**config.mk**
```make
export PLATFORM = sky130hd
export DESIGN_NAME = cdg_doze_gate
export DESIGN_NICKNAME = d
export VERILOG_FILES = /design/src/cdg_pkg.sv /design/src/cdg_qphase.sv /design/src/cdg_doze_gate.sv
export SDC_FILE = /design/constraint.sdc
export NUM_CORES = 1
export LEC_CHECK = 0
export BUFFER_PORTS_ARGS = -buffer_cell sky130_fd_sc_hd__clkbuf_2
export CORE_MARGIN = 4
export CORE_UTILIZATION = 42
export CTS_BUF_LIST = sky130_fd_sc_hd__clkbuf_16
export CTS_CLUSTER_SIZE = 8
export DETAILED_ROUTE_END_ITERATION = 16
export PLACE_DENSITY = 0.7
export SYNTH_ARGS = -nofsm -noshare
export SYNTH_HDL_FRONTEND = slang
export SYNTH_SLANG_ARGS = --single-unit
```
**constraint.sdc**
```tcl
create_clock -name core_clk_i -period 2.25 [get_ports core_clk_i]
set_input_delay 0.675 -clock core_clk_i [delete_from_list [all_inputs] [get_ports core_clk_i]]
set_output_delay 0.675 -clock core_clk_i [all_outputs]
set_load 0.1 [all_outputs]
```
**src/cdg_pkg.sv**
```systemverilog
// Constants, types and helpers for the CPU doze cycle gating block
package cdg_pkg;

  // Quarter phases per instruction cycle
  localparam int QPH_W = 4;
  // Phase one-hot value after reset (first quarter)
  localparam logic [QPH_W-1:0] QPH_RST = 4'h1;
  // Width of the ratio select field
  localparam int RATIO_W = 3;
  // Width of the idle-cycle counter, holds up to 255
  localparam int IDLE_W = 8;
  // Idle counter value after reset
  localparam logic [IDLE_W-1:0] IDLE_RST = 8'h00;
  // Ratio code for one active cycle in every four
  localparam logic [RATIO_W-1:0] RATIO_1_4 = 3'h1;
  // Ratio code for one active cycle in every 32
  localparam logic [RATIO_W-1:0] RATIO_1_32 = 3'h4;
  // Oscillator run request, constant in doze
  localparam logic OSC_RUN = 1'b1;
  // Reset value of the helper ratio capture
  localparam logic [RATIO_W-1:0] RATIO_RST = 3'h0;

  // Instruction cycle state of the CPU
  typedef enum logic {
    CDG_ACTIVE,
    CDG_IDLE
  } cdg_cyc_t;

  // Idle cycles that follow one active cycle: 2^(code+1)-1
  function automatic logic [IDLE_W-1:0] cdg_idle_of(
    input logic [RATIO_W-1:0] code
  );
    logic [IDLE_W:0] span;
    span = 9'h002 << code;
    return IDLE_W'(span - 9'h001);
  endfunction : cdg_idle_of

endpackage : cdg_pkg

```
**src/cdg_qphase.sv**
```systemverilog
// Free-running quarter-phase generator for the instruction cycle
`timescale 1ns/100ps
`default_nettype none
module cdg_qphase (
  input wire logic core_clk_i,
  input wire logic rst_n_i,
  output logic [cdg_pkg::QPH_W-1:0] phase_o,
  output logic last_o
);

  logic [cdg_pkg::QPH_W-1:0] phase_q;
  logic last_q;

  // Rotate the one-hot phase on every system clock
  always_ff @(posedge core_clk_i or negedge rst_n_i) begin
    if (!rst_n_i) begin
      phase_q <= cdg_pkg::QPH_RST;
    end else begin
      phase_q <= {phase_q[cdg_pkg::QPH_W-2:0], phase_q[cdg_pkg::QPH_W-1]};
    end
  end

  // High while the fourth quarter is showing
  always_ff @(posedge core_clk_i or negedge rst_n_i) begin
    if (!rst_n_i) begin
      last_q <= 1'b0;
    end else begin
      last_q <= phase_q[cdg_pkg::QPH_W-2];
    end
  end

  assign phase_o = phase_q;
  assign last_o = last_q;

endmodule : cdg_qphase
`default_nettype wire

```
**src/cdg_doze_gate.sv**
```systemverilog
// Doze gating of CPU and program flash instruction cycles
`timescale 1ns/100ps
`default_nettype none
module cdg_doze_gate (
  input wire logic core_clk_i,
  input wire logic rstn_i,
  input wire logic slow_exec_enable_i,
  input wire logic [cdg_pkg::RATIO_W-1:0] doze_ratio_i,
  output logic [cdg_pkg::QPH_W-1:0] periph_phase_o,
  output logic [cdg_pkg::QPH_W-1:0] cpu_phase_o,
  output logic cpu_exec_o,
  output logic program_flash_fetch_o,
  output logic osc_run_o
);

  logic rst_meta_q;
  logic rst_n_q;
  logic [cdg_pkg::QPH_W-1:0] phase;
  logic phase_last;
  cdg_pkg::cdg_cyc_t cyc_q;
  cdg_pkg::cdg_cyc_t cyc_d;
  logic [cdg_pkg::IDLE_W-1:0] idle_q;
  logic [cdg_pkg::IDLE_W-1:0] idle_d;
  logic active;
  logic active_next;

  // Reset release through two flops
  always_ff @(posedge core_clk_i or negedge rstn_i) begin
    if (!rstn_i) begin
      rst_meta_q <= 1'b0;
      rst_n_q <= 1'b0;
    end else begin
      rst_meta_q <= 1'b1;
      rst_n_q <= rst_meta_q;
    end
  end

  // Quarter-phase source, never gated by doze
  cdg_qphase u_qphase (
    .core_clk_i(core_clk_i),
    .rst_n_i(rst_n_q),
    .phase_o(phase),
    .last_o(phase_last)
  );

  assign active = (cyc_q == cdg_pkg::CDG_ACTIVE);
  assign active_next = (cyc_d == cdg_pkg::CDG_ACTIVE);

  // Decide the next instruction cycle at the end of the fourth quarter
  always_comb begin
    cyc_d = cyc_q;
    idle_d = idle_q;
    if (phase_last) begin
      if (!slow_exec_enable_i || idle_q == '0) begin
        cyc_d = cdg_pkg::CDG_ACTIVE;
        idle_d = cdg_pkg::cdg_idle_of(doze_ratio_i);
      end else begin
        cyc_d = cdg_pkg::CDG_IDLE;
        idle_d = idle_q - 8'h01;
      end
    end
  end

  // Cycle state
  always_ff @(posedge core_clk_i or negedge rst_n_q) begin
    if (!rst_n_q) begin
      cyc_q <= cdg_pkg::CDG_ACTIVE;
    end else begin
      cyc_q <= cyc_d;
    end
  end

  // Remaining idle cycles after the current one
  always_ff @(posedge core_clk_i or negedge rst_n_q) begin
    if (!rst_n_q) begin
      idle_q <= cdg_pkg::IDLE_RST;
    end else begin
      idle_q <= idle_d;
    end
  end

  // Peripheral phases follow the generator in every cycle
  always_ff @(posedge core_clk_i or negedge rst_n_q) begin
    if (!rst_n_q) begin
      periph_phase_o <= '0;
    end else begin
      periph_phase_o <= phase;
    end
  end

  // CPU phases only run in active cycles
  always_ff @(posedge core_clk_i or negedge rst_n_q) begin
    if (!rst_n_q) begin
      cpu_phase_o <= '0;
    end else begin
      cpu_phase_o <= active ? phase : '0;
    end
  end

  // Execute flag, aligned with the CPU phases
  always_ff @(posedge core_clk_i or negedge rst_n_q) begin
    if (!rst_n_q) begin
      cpu_exec_o <= 1'b0;
    end else begin
      cpu_exec_o <= active;
    end
  end

  // Flash fetch of the next word rides the active cycle
  always_ff @(posedge core_clk_i or negedge rst_n_q) begin
    if (!rst_n_q) begin
      program_flash_fetch_o <= 1'b0;
    end else begin
      program_flash_fetch_o <= active;
    end
  end

  // Oscillators are never stopped here, unlike sleep
  always_ff @(posedge core_clk_i or negedge rst_n_q) begin
    if (!rst_n_q) begin
      osc_run_o <= cdg_pkg::OSC_RUN;
    end else begin
      osc_run_o <= cdg_pkg::OSC_RUN;
    end
  end

  // Checking helpers: idle run length and ratio in force
  logic [cdg_pkg::IDLE_W-1:0] gap_q;
  logic [cdg_pkg::RATIO_W-1:0] cap_q;

  // Count completed idle cycles since the last active one
  always_ff @(posedge core_clk_i or negedge rst_n_q) begin
    if (!rst_n_q) begin
      gap_q <= cdg_pkg::IDLE_RST;
    end else if (phase_last) begin
      if (active) begin
        gap_q <= cdg_pkg::IDLE_RST;
      end else begin
        gap_q <= gap_q + 8'h01;
      end
    end
  end

  // Ratio sampled on entry to an active cycle
  always_ff @(posedge core_clk_i or negedge rst_n_q) begin
    if (!rst_n_q) begin
      cap_q <= cdg_pkg::RATIO_RST;
    end else if (phase_last && active_next) begin
      cap_q <= doze_ratio_i;
    end
  end

  // Idle run ends when the captured ratio is used up
  AST_IDLE_END: assert property (
    @(posedge core_clk_i) disable iff (!rst_n_q)
    (phase_last && !active && slow_exec_enable_i &&
     gap_q == cdg_pkg::cdg_idle_of(cap_q) - 8'h01) |=> active
  ) else $error("idle run did not end at ratio count");

  // Idle run continues while the ratio is not used up
  AST_IDLE_KEEP: assert property (
    @(posedge core_clk_i) disable iff (!rst_n_q)
    (phase_last && !active && slow_exec_enable_i &&
     gap_q < cdg_pkg::cdg_idle_of(cap_q) - 8'h01) |=> !active
  ) else $error("idle run ended early");

  // One in 32: active after the 31st idle cycle
  AST_RATIO_32: assert property (
    @(posedge core_clk_i) disable iff (!rst_n_q)
    (phase_last && !active && slow_exec_enable_i &&
     cap_q == cdg_pkg::RATIO_1_32 && gap_q == 8'h1e) |=> active
  ) else $error("ratio 1:32 did not resume after 31 idle cycles");

  // At 1:32, an active cycle is followed by idle
  AST_IDLE_31: assert property (
    @(posedge core_clk_i) disable iff (!rst_n_q)
    (phase_last && active && slow_exec_enable_i &&
     cap_q == cdg_pkg::RATIO_1_32) |=> (!active && gap_q == 8'h00)
  ) else $error("ratio 1:32 active cycle not followed by idle");

  // One in four: active after the third idle cycle
  AST_RATIO_4: assert property (
    @(posedge core_clk_i) disable iff (!rst_n_q)
    (phase_last && !active && slow_exec_enable_i &&
     cap_q == cdg_pkg::RATIO_1_4 && gap_q == 8'h02) |=> active
  ) else $error("ratio 1:4 did not resume after 3 idle cycles");

  // Peripheral phases stay one-hot and rotate every clock
  AST_PERIPH_ROT: assert property (
    @(posedge core_clk_i) disable iff (!rst_n_q)
    ($onehot(periph_phase_o) && periph_phase_o[3]) |=>
      (periph_phase_o == 4'h1) ##3 (periph_phase_o == 4'h8)
  ) else $error("peripheral phases stopped or skipped");

  // Phases keep toggling through idle cycles
  AST_PHASE_IDLE: assert property (
    @(posedge core_clk_i) disable iff (!rst_n_q)
    (!cpu_exec_o && periph_phase_o != '0) |=>
      (periph_phase_o != $past(periph_phase_o) && periph_phase_o != '0)
  ) else $error("peripheral phases frozen in an idle cycle");

  // Oscillator request never drops
  AST_OSC_RUN: assert property (
    @(posedge core_clk_i) disable iff (!rst_n_q)
    osc_run_o
  ) else $error("oscillator run request dropped");

  // CPU phases and fetch only in active cycles, matching peripherals
  AST_FETCH_ACTIVE: assert property (
    @(posedge core_clk_i) disable iff (!rst_n_q)
    (cpu_phase_o != '0) |->
      (program_flash_fetch_o && cpu_phase_o == periph_phase_o)
  ) else $error("CPU phase without flash fetch or misaligned");

  // With doze off the next cycle is always active
  AST_NO_DOZE: assert property (
    @(posedge core_clk_i) disable iff (!rst_n_q)
    (phase_last && !slow_exec_enable_i) |=> ##1 cpu_exec_o [*4]
  ) else $error("idle cycle inserted while doze is off");

  // Scenario coverage
  COV_RATIO_32: cover property (
    @(posedge core_clk_i) disable iff (!rst_n_q)
    phase_last && !active && cap_q == cdg_pkg::RATIO_1_32 && gap_q == 8'h1e
  );

  COV_RATIO_4: cover property (
    @(posedge core_clk_i) disable iff (!rst_n_q)
    phase_last && !active && cap_q == cdg_pkg::RATIO_1_4 && gap_q == 8'h02
  );

  COV_DISABLE_IN_IDLE: cover property (
    @(posedge core_clk_i) disable iff (!rst_n_q)
    phase_last && !active && !slow_exec_enable_i
  );

  COV_RATIO_CHANGE: cover property (
    @(posedge core_clk_i) disable iff (!rst_n_q)
    phase_last && !active && doze_ratio_i != cap_q
  );

endmodule : cdg_doze_gate
`default_nettype wire

```
Yosys cells after proc, flatten, opt, wreduce, memory -nomap -nowiden
Index checks and enable logic that the tools add are counted.

word-level totals
  bits in registers = 25
  bits in latches = 0
  RAM bits = 0
  bits in read-only memories = 0
  memories kept = 0

operators by class
  $add $sub $neg = 2
  multiply operators = 0
  div/mod/pow operators = 0
  order comparisons = 0
  equal/unequal tests = 0
  shift operators = 1
  muxes and demuxes = 3
  bitwise gates (word level) = 1
  reductions and logical operators = 3

operators with widths
  cell                                               number
  subtractor 8 x 1 -> 8 bit (second input constant)  2
  logical NOT 8 bit                                  1
  2-to-1 mux 8 bit                                   1
  left shift 2 x 3 -> 8 bit (first input constant)   1
  2-to-1 mux 4 bit                                   1
  logical NOT 1 bit                                  1
  logical OR 1 bit                                   1
  2-to-1 mux 1 bit                                   1
  inverter 1 bit                                     1

Depth between registers and ports, before layout
Gate-level depths: netlist of the first run.

  depth after elaboration = 3
  mapped depth = 8

Hierarchy
Synthesis of the first run repeated with hierarchy kept, for this count alone.

second synthesis, totals
  cell total of the unflattened synthesis = 114
  area total of the unflattened synthesis = 1187.4 µm²

by module, submodules not included
  module         times used  cells each  area an instance (µm²)  seq. area each (µm²)
  cdg_doze_gate  1           109         1078.5                  500.5
  cdg_qphase     1           5           108.9                   101.3

Worst setup path before layout of the first run
No wires, ideal clock.

  kind = flip-flop to flip-flop
  start point = register idle_q[6] in the netlist's numbering
  end point = register idle_q[6] in the netlist's numbering
  data arrival time = 2420 ps
  slack = -295 ps
  cell stages (with the launch flop) = 9
  buffers on the path = 0
  clock period less this slack = 2545 ps
  cell sequence = dfrtp_1 > or3_4 > o31ai_4 > mux2i_1 > ha_1 > nor3b_1 > nand3_1 > o22ai_1 > mux2_2

between the ends
  longest elaborated chain between the ends = 3
  elaborated cells on any way between the ends = 4
  those cells by class = 1 x add/sub; 1 x mux; 2 x reduce/logical

RTL lines
  item                                                                               line                 text
  start, declared                                                                    cdg_doze_gate.sv:22  logic [cdg_pkg::IDLE_W-1:0] idle_q;
  start signal, assigned                                                             cdg_doze_gate.sv:76  idle_q <= cdg_pkg::IDLE_RST;
  start signal, assigned                                                             cdg_doze_gate.sv:78  idle_q <= idle_d;
  parallel branches: the longest is 2 deep, another holds subtractor 8 x 1 -> 8 bit  --
  2-to-1 mux 8 bit *                                                                 cdg_doze_gate.sv:54  if (!slow_exec_enable_i || idle_q == '0) begin

Every way passes the cells marked *.
A chain may end at the register's enable or synchronous reset.

Final worst setup path of the first run
  start point = register idle_q[0] in the netlist's numbering
  end point = register idle_q[6] in the netlist's numbering

The elaborated chain is that of the path after synthesis.

==> impl_results.md, run 1 <==
* Number of enable flip-flop cells after synthesis at 0
* Part of the cycle the worst path needs at 106%
* Transition time at the pin with the least slew margin at 0.734 ns
* Max VDD drop at between 0.0005 and 0.0006 V
* Post-Synthesis Mean Instance Area at about 9.8 µm²
* Series of cell instances along the critical path: or3_4 > o31ai_4 > mux2i_1 > ha_2 > nor3b_4 > nand3_1 > o22ai_1 > mux2_2
* Startpoint Class: flop
* Count of buffer and inverter cells on the critical path at 0
* Clock buffers created by TritonCTS at 3
* Via count of the first global-routing pass at 922
* FF+latch count, synth at 21
* Routed wirelength normalized by instance count at 13.5 µm
* Netlist Area Pre-Place at 1100 µm²
* Root buffer cell: clkbuf_16
* Setup Viol. Count Final at 1
* Crit path max-delay family: simple AND/OR/NAND/NOR gates
* XOR/XNOR Fraction of Synth Area at 0%
* Count of standard-cell rows at 18
* Simple-gate share of the synthesized area at 20.9%
* LEAKAGE at 0.646 nW
* H-Tree Depth at 1
* Die span in x at 59.1 µm
* Class of the worst hold path: in -> async
* Placed instance area at 1320 µm²
* Top-Level Pins at 17
* GRT Resource Usage Total at 15.3%
* Critical-path maximum fanout at 3
* Clock tree from TritonCTS: yes
* Endpoint arrival time on the critical path at 2.51 ns
* Share of the synthesized area in compound gates (AO/OA/AOI/OAI) at approximately a fifth
* Number of cells produced by synthesis at 112
* Standard cell core area at around 2500 µm²
* Remaining design rule violation count at 0
* Setup repair after global routing missed its margin: yes
* Final critical delay including setup and external delays at 2.38 ns
* Number of nets in the layout at 152
* Final hold viol count at 0
* Antenna diodes at 0
* Die area at between 3000 and 4000 µm²
* Max Cap Viol at 0
* Drt initial violations at 26
* Count of distinct cell types in the synthesized netlist at 38
* Number of buffers added for setup after CTS at 0
* Asr flop ratio synth at 100%
* Total via count in the routed design at 934
* Synth Area in Adders at 1.14%
* Vertical die dimension at approximately 60 µm
* Wire length of the first global-routing pass at between 4 and 5 mm
* Finished Cell Area at 1400 µm²
* Clk buf depth at 2
* Sequential-to-total area share from yosys stat at ~48%
* Most used flip-flop cell after synthesis: dfrtp_1
* Initial standard-cell utilization of the core at 44.3%
* Failing checks: negative setup slack
* Clk_skew at 0.00319 ns
* Fraction of layout cells with a size suffix above 1 at 34.0%
* Largest net degree at the start of global routing at 20
* Largest incremental delay on the critical path at 0.40 ns
* Initial antenna violation count at 0
* Total length of routed wires at 2.34 mm
* Max Clk Rate at 0.421 GHz
* HPWL reported at the end of detailed placement at 1.78 mm
* Outcome: finished with violations
* Setup TNS at -0.127 ns
* Number of warnings printed during yosys synthesis at 0
* Grt total ovfl at 0
* Drt via density at between 5 and 6
* Number of fill cells at ~220
* Latest clock arrival within the worst-skew pair at 0.25 ns
* Slew HR at between 50% and 60%
* Crit path required time at around 2.4 ns
* CP Capture Type: flop
* Area growth from synthesis to layout at 27.7%
* Slack of the critical path at -0.127 ns
* Number of clock sinks at 21
* Clock transition at path regs at 0.05 ns
* Setup Crit Path Kind: reg -> reg
* Multiplexer area fraction after synthesis at under 10%
* Number of detailed-route iterations in the first pass at 4
* Main combinational cell family by area after synthesis: simple AND/OR/NAND/NOR gates
* CP max stage cell: or3_4
* Power density normalized to cell area at 645 nW/µm²
* Final ANT Viol Nets at 0
* PostCTS Resize Cnt at 0
* Count of input and output buffers at 15
* Post-Place Setup Slack at -0.0934 ns
* Reg2reg path depth at 8
* Final Wtd Congestion at 0.891
* Max-slew violation total from the final report at 0
* Number of gates on the worst path with buffers counted at 8
[timing repair]
item,CTS,global route
hold buffers,0,0
setup endpoints to repair,1,2
pin swaps,1,0
gates cloned,0,0
[area by class of cell]
cell class              count  area [µm²]  share of cell area, %
multi-input cells          78         510                   36.4
repair buffers             35         225                   16.1
clock inverters             1        3.75                  0.268
inverters                   6        22.5                   1.61
well taps                  30        37.5                   2.68
flip-flops and latches     21         527                   37.6
clock buffers               3        75.1                   5.36
[sequential cells by signal (all words and copies together) (netlist names)]
register	cells
program_flash_fetch_o	1
u_qphase.phase_o	3
rst_meta_q	1
rst_n_q	1
periph_phase_o	2
idle_q	8
cyc_q	1
cpu_phase_o	4
[cells in the final DEF, fill, tap and decap left out, types with 2 or more instances in the layout]
cell type  Yosys  layout
inv_1          6       7
nand3_1        5       5
o2111ai_1      2       2
nor2b_1        5       5
nand2b_1       3       3
o21a_1         2       2
or2_2          2       2
buf_4          6      20
a21oi_1        4       4
or3_4          2       2
mux2_2         2       2
o22ai_1        2       2
clkbuf_16      0       3
mux2i_1        2       2
dfrtp_1       20      20
nand2_1       11      11
nor3_1         3       3
clkbuf_2       0      15
nor2_1         5       5
conb_1         1       2
o21ai_0        8       8
[through the flow]
stage / utilization [%] / hold slack [ns] / power, mW / std cells
after floorplan: - / 0.239 / 0.493 / 113
after global routing: 56.6 / 0.201 / 0.944 / 174
after detailed placement: 53.4 / 0.326 / 0.547 / 170
final: 56.6 / 0.199 / 0.904 / 174
after CTS: 56.6 / 0.200 / 0.905 / 174
after global placement: 53.4 / 0.321 / 0.545 / 170
[layer usage]
layer | vias to the layer above | GRT usage [%] | wire (µm)
met5 | - | 0 | 0
met3 | 6 | 3.92 | 119
li1 | 456 | - | -
met1 | 444 | 20.1 | 1010
met4 | 0 | 6.15 | 48
met2 | 28 | 24.1 | 1160
[worst paths after layout]
kind / start / endpoint / slack (ns)
min reg2reg: rst_n_q / u_qphase.phase_o[2] / 0.30
max reg2reg: idle_q[0] / idle_q[6] / -0.13
max: idle_q[0] / idle_q[6] / -0.13
max in group asynchronous: rst_n_q / idle_q[3] / 1.49
min in group core_clk_i: rst_meta_q / rst_n_q / 0.35
min: rstn_i / rst_n_q / 0.20
[synth_stat cells, types with 3 or more instances]
library cell  count  area (µm²)
nor2b_1           5        31.3
dfrtp_1          20         500
nand2_1          11        41.3
buf_4             6        45.0
a21oi_1           4        20.0
nor3_1            3        15.0
inv_1             6        22.5
nand2b_1          3        18.8
nand3_1           5        25.0
nor2_1            5        18.8
o21ai_0           8        40.0
[kinds of logic after synthesis]
| kind of cell | Yosys count |
|---|---|
| DFF | 21 |
| and+or+nand+nor | 42 |
| adders and majority gates | 1 |
| muxes | 4 |
| other | 1 |
| AOI/OAI and AO/OA | 29 |
| buffers and inverters | 14 |
[power by group]
part           leakage (nW)  switching [mW]  total (mW)  internal, mW
Combinational         0.344          0.0730       0.145        0.0723
Sequential            0.260          0.0111       0.398         0.387
Clock                0.0423           0.124       0.361         0.236
Note: power is estimated with default switching activity, not from simulation.
==> run 2, diff against run 1 <==
--- a/config.mk
+++ b/config.mk
@@ -11,6 +11,7 @@
 export CTS_BUF_LIST = sky130_fd_sc_hd__clkbuf_16
 export CTS_CLUSTER_SIZE = 8
 export DETAILED_ROUTE_END_ITERATION = 16
+export MAX_ROUTING_LAYER = met4
 export PLACE_DENSITY = 0.7
 export SYNTH_ARGS = -nofsm -noshare
 export SYNTH_HDL_FRONTEND = slang
==> impl_results.md, run 2 (synthesis results as in run 1) <==
* Fraction of layout cells with a size suffix above 1 at 35.9% (+1.8 points)
* Flop pwr share at 43.2% (-0.8 points)
* Transition time at the pin with the least slew margin at 0.769 ns (+0.0352 ns)
* Part of the cycle the worst path needs at 106% (about the same)
* Max VDD drop at 0.000713 V (+35%)
* Outcome: finished with violations
* Standard cell core area at 2480 µm² (unchanged)
* Slack of the critical path at -0.127 ns (-0.000239 ns)
* Clock tree from TritonCTS: yes
* Die area at 3490 µm² (unchanged)
* Drt initial violations at 61 (+130%)
* Storage element area at 527 µm² (unchanged)
* Die span in x at 59.1 µm (unchanged)
* Setup repair after global routing missed its margin: yes
* Initial standard-cell utilization of the core at 44.3% (unchanged)
* Final instance count without filler cells at 175 (+0.57%)
* Remaining design rule violation count at 0 (unchanged)
* Critical-path maximum fanout at 3 (unchanged)
* Setup crit start: idle_q[6]
* Top-Level Pins at 17 (unchanged)
* Initial antenna violation count at 0 (unchanged)
* Slew HR at 48.7% (-2.3 points)
* Grt total ovfl at 0 (unchanged)
* Number of nets in the layout at 153 (+0.66%)
* Wire length of the first global-routing pass at 4.17 mm (+2.7%)
* Root buffer cell: clkbuf_16
* Flip-flop count of the largest register, all copies and words added at 8 (unchanged)
* Critical R2R Launch: idle_q[6]
* Number of fill cells at 218 (+1.4%)
* H-Tree Depth at 1 (unchanged)
* Drt via density at 5.56 (+3.6%)
* Logic gate share of total power at 18.3% (+2.2 points)
* Setup Viol. Count Final at 1 (unchanged)
* Via count of the first global-routing pass at 915 (-0.76%)
* Failing checks: negative setup slack
* Final hold viol count at 0 (unchanged)
* Count of standard-cell rows at 18 (unchanged)
* Crit path required time at 2.38 ns (about the same)
* Endpoint arrival time on the critical path at 2.51 ns (about the same)
* Largest net degree at the start of global routing at 20 (unchanged)
* Antenna diodes at 0 (unchanged)
* Total length of routed wires at 2.58 mm (+9.9%)
* Clock buffers created by TritonCTS at 3 (unchanged)
* Latest clock arrival within the worst-skew pair at 0.25 ns (about the same)
* Routed wirelength normalized by instance count at 14.7 µm (+9.3%)
* Multi-input combinational cell area at 526 µm² (+2.9%)
* Final Wtd Congestion at 0.883 (-0.89%)
* Max Clk Rate at 0.421 GHz (about the same)
* Max-slew violation total from the final report at 0 (unchanged)
* Final ANT Viol Nets at 0 (unchanged)
* Net Sw Power at 0.215 mW (+3.0%)
* HPWL reported at the end of detailed placement at 1.89 mm (+6.1%)
* Startpoint Class: flop
* LEAKAGE at 0.657 nW (+1.6%)
* Setup Crit Path Kind: reg -> reg
* Area growth from synthesis to layout at 29.8%
* Register ranked first by flip-flop count: idle_q
* Total placed cells including tap cells at 170 (unchanged)
* Power density normalized to cell area at 648 nW/µm² (+0.47%)
* Clk_skew at 0.00398 ns (+0.000797 ns)
* Number of clock sinks at 21 (unchanged)
* GRT Resource Usage Total at 16.4% (+1.1 points)
* Most frequent cells in the layout: 21 x buf_4, 20 x dfrtp_1, 15 x clkbuf_2, 11 x nand2_1, 8 x o21ai_0
* Max Cap Viol at 0 (unchanged)
* CP Capture Type: flop
* Fraction of power spent switching nets at 23.3% (+0.21 points)
* Total via count in the routed design at 973 (+4.2%)
* Final critical delay including setup and external delays at 2.38 ns (+0.000239 ns)
* Internal power of the cells at 0.708 mW (+1.8%)
* Number of buffers added to fix hold violations after cts at 0 (unchanged)
* Clk buf depth at 2 (unchanged)
* Count of input and output buffers at 15 (unchanged)
* Number of detailed-route iterations in the first pass at 4 (unchanged)
* Class of the worst hold path: in -> async
* Clock transition at path regs at 0.05 ns (about the same)
* Vertical die dimension at 59.1 µm (unchanged)
* Clock network fraction of design power at 38.5% (-1.4 points)
* Final worst hold slack at 0.202 ns (+0.00265 ns)
* Most frequent standard cell in the layout excluding fill and tap cells: buf_4
## run 2: cell types whose count changed in the layout (fill, tap and decap cells not counted), sizes merged
cell / before / now
buf: 20 / 21
## run 2: final timing paths
| kind | cells after the start | end | slack [ns] |
|---|---|---|---|
| max in group asynchronous | 0 | u_qphase.phase_o[1] | 1.45 |
| min in group core_clk_i | 0 | rst_n_q | 0.35 |
| max | 8 | idle_q[6] | -0.13 |
| min reg2reg | 0 | cpu_phase_o[1] | 0.32 |
| max reg2reg | 8 | idle_q[6] | -0.13 |
| min | 1 | rst_n_q | 0.20 |
## run 2: power by group through the flow
stage               Combinational (mW)  Sequential (mW)  Clock [mW]
global route                     0.181            0.402       0.382
finish                           0.169            0.398       0.355
floorplan                       0.0856            0.407           0
global placement                 0.141            0.404           0
CTS                              0.146            0.398       0.362
detailed placement               0.146            0.405           0
## run 2: per-stage QoR
step	worst slack [ns]	instance area, µm²	total power, mW	util (%)	TNS [ns]
floorplan	-0.177	1110	0.493	-	-0.177
global placement	-0.0631	1320	0.546	53.4	-0.0631
global route	-0.228	1420	0.965	57.5	-0.243
finish	-0.127	1420	0.923	57.5	-0.127
detailed placement	-0.132	1320	0.551	53.4	-0.132
CTS	-0.142	1400	0.907	56.6	-0.142
## run 2: metal layers
metal  wire (µm)  part of all wire, %  global-route usage (%)  vias to the layer above
met3         197                  7.7                    4.36                        6
met1        1000                   39                    20.7                      463
met2        1330                   52                    25.4                       43
met5           0                    0                       -                        -
li1            -                    -                       -                      461
met4          45                  1.7                    5.50                        0
## run 2: critical path: stages, from the launching register on
cell and delay (ns):
dfrtp_1 0.38, or3_4 0.40, o31ai_4 0.25, mux2i_1 0.22, ha_2 0.19, nor3b_4 0.22, nand3_2 0.11, o22ai_2 0.17
mux2_4 0.31
## run 2: repair_timing
| item | in CTS | in global routing |
|---|---|---|
| setup endpoints to repair | 1 | 1 |
| setup buffers | 0 | 1 |
| endpoints found under the hold margin | 0 | 0 |
| resized for setup | 0 | 3 |
| pin swaps | 1 | 4 |
## run 2: cell type report
cell class | instances | share of cell area (%)
clock inverter | 1 | 0.264
sequential | 21 | 37.0
inverter | 6 | 1.58
timing repair buffer | 36 | 16.3
multi-input combinational | 78 | 36.9
tap | 30 | 2.64
clock buffer | 3 | 5.27
==> run 3, diff against run 2 <==
--- a/config.mk
+++ b/config.mk
@@ -5,6 +5,7 @@
 export SDC_FILE = /design/constraint.sdc
 export NUM_CORES = 1
 export LEC_CHECK = 0
+export ABC_AREA = 1
 export BUFFER_PORTS_ARGS = -buffer_cell sky130_fd_sc_hd__clkbuf_2
 export CORE_MARGIN = 4
 export CORE_UTILIZATION = 42
==> impl_results.md, run 3 <==
* Library cell with the highest instance count after synthesis: nand2_1
* Latest clock arrival within the worst-skew pair at 0.25 ns (about the same)
* Transition time at the pin with the least slew margin at 0.739 ns (-0.0298 ns)
* Startpoint Class: flop
* Clk buf depth at 2 (unchanged)
* Remaining design rule violation count at 0 (unchanged)
* Endpoint arrival time on the critical path at 1.32 ns (-1.19 ns)
* Most used flip-flop cell after synthesis: dfrtp_1
* Number of buffers added to fix hold violations after cts at 0 (unchanged)
* Met2 demand-to-capacity share in global routing at 22.5% (-2.9 points)
* Count of standard-cell rows at 18 (unchanged)
* HPWL reported at the end of detailed placement at 1.68 mm (-11%)
* Crit path required time at 1.57 ns (-0.81 ns)
* FF+latch count, synth at 21 (unchanged)
* Standard cell core area at 2500 µm² (+0.91%)
* Slew HR at 50.7% (+2.0 points)
* Count of distinct cell types in the synthesized netlist at 25 (-34%)
* Count of buffer and inverter cells on the critical path at 1 (+1)
* Setup Viol. Count Final at 0 (-1)
* Reg2reg path depth at 12 (+4)
* Most common library cells after synthesis: 29 x nand2_1, 20 x dfrtp_1, 19 x nand3_1, 18 x inv_1, 10 x nor2_1
* Outcome: completed
* Antenna diodes at 0 (unchanged)
* Part of the cycle the worst path needs at 88.6% (-17 points)
* Highest-utilization routing layer at the global route stage: met2
* Flip-flop count of the largest register, all copies and words added at 8 (unchanged)
* Die span in x at 59.2 µm (+0.14%)
* Max VDD drop at 0.000656 V (-7.9%)
* Number of detailed-route iterations in the first pass at 4 (unchanged)
* Number of nets in the layout at 156 (+2.0%)
* Initial standard-cell utilization of the core at 44.0% (-0.25 points)
* CP Capture Type: output pin
* Final critical delay including setup and external delays at 1.99 ns (-0.384 ns)
* Met3 usage in global routing at 4.58% (+0.22 points)
* Fraction of layout cells with a size suffix above 1 at 21.6% (-14 points)
* Total length of routed wires at 2.15 mm (-16%)
* Final Power at 0.866 mW (-6.2%)
* Setup repair after global routing missed its margin: no
* Vertical die dimension at 59.2 µm (+0.14%)
* Largest incremental delay on the critical path at 0.54 ns (+0.14 ns)
* Clock tree from TritonCTS: yes
* Final ANT Viol Nets at 0 (unchanged)
* Final Wtd Congestion at 0.964 (+9.1%)
* PostCTS Resize Cnt at 0 (unchanged)
* Post-Synthesis Mean Instance Area at 8.10 µm² (-17%)
* Post-synthesis cell type with the largest combined area: dfrtp_1
* Area growth from synthesis to layout at 13.1%
* Number of clock sinks at 21 (unchanged)
* Fraction of power spent switching nets at 24.7% (+1.4 points)
* Internal power of the cells at 0.652 mW (-7.9%)
* Via count of the first global-routing pass at 832 (-9.1%)
* Wire length of the first global-routing pass at 3.77 mm (-9.6%)
* Max Clk Rate at 0.502 GHz (+19%)
* Met1 track demand over resource at 19.7% (-1.0 points)
* Final hold viol count at 0 (unchanged)
* Number of gates on the worst path with buffers counted at 1 (-7)
* Power density normalized to cell area at 696 nW/µm² (+7.3%)
* GRT Resource Usage Total at 15.0% (-1.4 points)
* Net Sw Power at 0.214 mW (-0.53%)
* Cell types with the largest area share after synthesis: dfrtp_1 45%, nand2_1 9.9%, nand3_1 8.6%
* Clock network fraction of design power at 41.8% (+3.3 points)
* Crit path max-delay family: flip-flops
* Number of cells produced by synthesis at 136 (+21%)
* Drt initial violations at 47 (-23%)
* Number of buffers added for setup after CTS at 0 (unchanged)
* Netlist Area Pre-Place at 1100 µm² (+0.34%)
* Setup Crit Path Kind: reg -> out
* Flop pwr share at 46.3% (+3.1 points)
* Sequential-to-total area share from yosys stat at 47.8% (-0.16 points)
* Largest net degree at the start of global routing at 20 (unchanged)
* Clock transition at path regs at 0.05 ns (about the same)
* Register ranked first by flip-flop count: idle_q
* Most frequent cells in the layout: 29 x nand2_1, 20 x dfrtp_1, 19 x inv_1, 19 x nand3_1, 15 x clkbuf_2
* Logic gate share of total power at 11.9% (-6.4 points)
* H-Tree Depth at 1 (unchanged)
* LEAKAGE at 0.657 nW (about the same)
* Drt via density at 4.98 (-10%)
* Clk_skew at 0.00618 ns (+0.00220 ns)
* Max Cap Viol at 0 (unchanged)
* Grt total ovfl at 0 (unchanged)
* Routed wirelength normalized by instance count at 12.1 µm (-18%)
* CP max stage cell: dfrtp_1
* Count of input and output buffers at 15 (unchanged)
* Synth top area share at 45.5% (-0.16 points)
* Top-Level Pins at 17 (unchanged)
* Most frequent standard cell in the layout excluding fill and tap cells: nand2_1
* Max-slew violation total from the final report at 0 (unchanged)
* Asr flop ratio synth at 100% (unchanged)
* Initial antenna violation count at 0 (unchanged)
* Critical-path maximum fanout at 11 (+8)
* Series of cell instances along the critical path: clkbuf_2
* Class of the worst hold path: in -> async
* Final worst hold slack at 0.199 ns (-0.00286 ns)
* Root buffer cell: clkbuf_16
* Number of enable flip-flop cells after synthesis at 0 (unchanged)
* Die area at 3500 µm² (+0.29%)
* Clock buffers created by TritonCTS at 3 (unchanged)
* Setup TNS at 0 ns (+0.127 ns)
* Number of warnings printed during yosys synthesis at 0 (unchanged)
* Total via count in the routed design at 887 (-8.8%)
run 3: changes by cell type after synthesis, moves of 5 or more:
| cell | delta |
|---|---|
| nand2_1 | +18 |
| nand3_1 | +14 |
| inv_1 | +12 |
| nand2_2 | +6 |
| nor2_1 | +5 |
| nor2b_1 | -5 |
run 3: power groups by stage:
stage                     logic [mW]  clock network (mW)  registers, mW
after global routing           0.115               0.388          0.404
after floorplan               0.0776                   0          0.410
after global placement        0.0997                   0          0.407
after detailed placement       0.102                   0          0.408
after CTS                      0.103               0.370          0.401
final                          0.103               0.362          0.401
run 3: cell type report:
class | count | area, µm²
repair buffers | 15 | 75.1
flip-flops and latches | 21 | 527
fillers | 230 | 1250
well taps | 30 | 37.5
inverters | 19 | 71.3
clock buffers | 3 | 75.1
multi-input cells | 89 | 455
clock inverters | 1 | 3.75
run 3: per-stage QoR:
stage	util (%)	instances	area, µm²	setup slack, ns
2_1_floorplan	-	137	1100	0.251
3_3_place_gp	46.6	174	1170	0.278
3_5_place_dp	46.6	174	1170	0.215
4_1_cts	49.8	178	1240	0.248
5_1_grt	49.8	178	1240	0.138
6_report	49.8	178	1240	0.257
run 3: worst reg2reg max path, cell delays in order (launching register included):
cell,delay [ns]
dfrtp_1,0.43
nor2_2,0.12
nand2_2,0.08
o21ai_4,0.26
nand2_1,0.11
and2_1,0.16
ha_1,0.21
nand3_1,0.17
nor2_4,0.06
nand2_1,0.05
nand2_1,0.04
nand3_1,0.06
nand2_1,0.05
run 3: metal layers:
layer  vias up  part of all wire (%)  routed length [µm]
li1        440                     -                   -
met5         -                     0                   0
met4         0                  0.65                  14
met1       412                    44                 937
met2        32                    49                1050
met3         3                   7.0                 150
run 3: cell families (layout without fill, tap and decap cells):
logic type | after synthesis | count (layout) | share of synthesized area [%]
and+or+nand+nor | 76 | 76 | 33.4
buffers and inverters | 27 | 38 | 11.1
DFF | 21 | 21 | 47.8
AOI/OAI and AO/OA | 10 | 10 | 6.14
adders and majority gates | 1 | 1 | 1.14
other | 1 | 2 | 0.341
run 3: worst paths after layout:
check | start | to | slack [ns]
min | rstn_i | rst_n_q | 0.20
min in group core_clk_i | rst_meta_q | rst_n_q | 0.35
max in group asynchronous | rst_n_q | idle_q[2] | 1.48
min reg2reg | rst_n_q | cyc_q | 0.30
max reg2reg | idle_q[0] | idle_q[6] | 0.32
max | periph_phase_o[2] | periph_phase_o[2] | 0.26
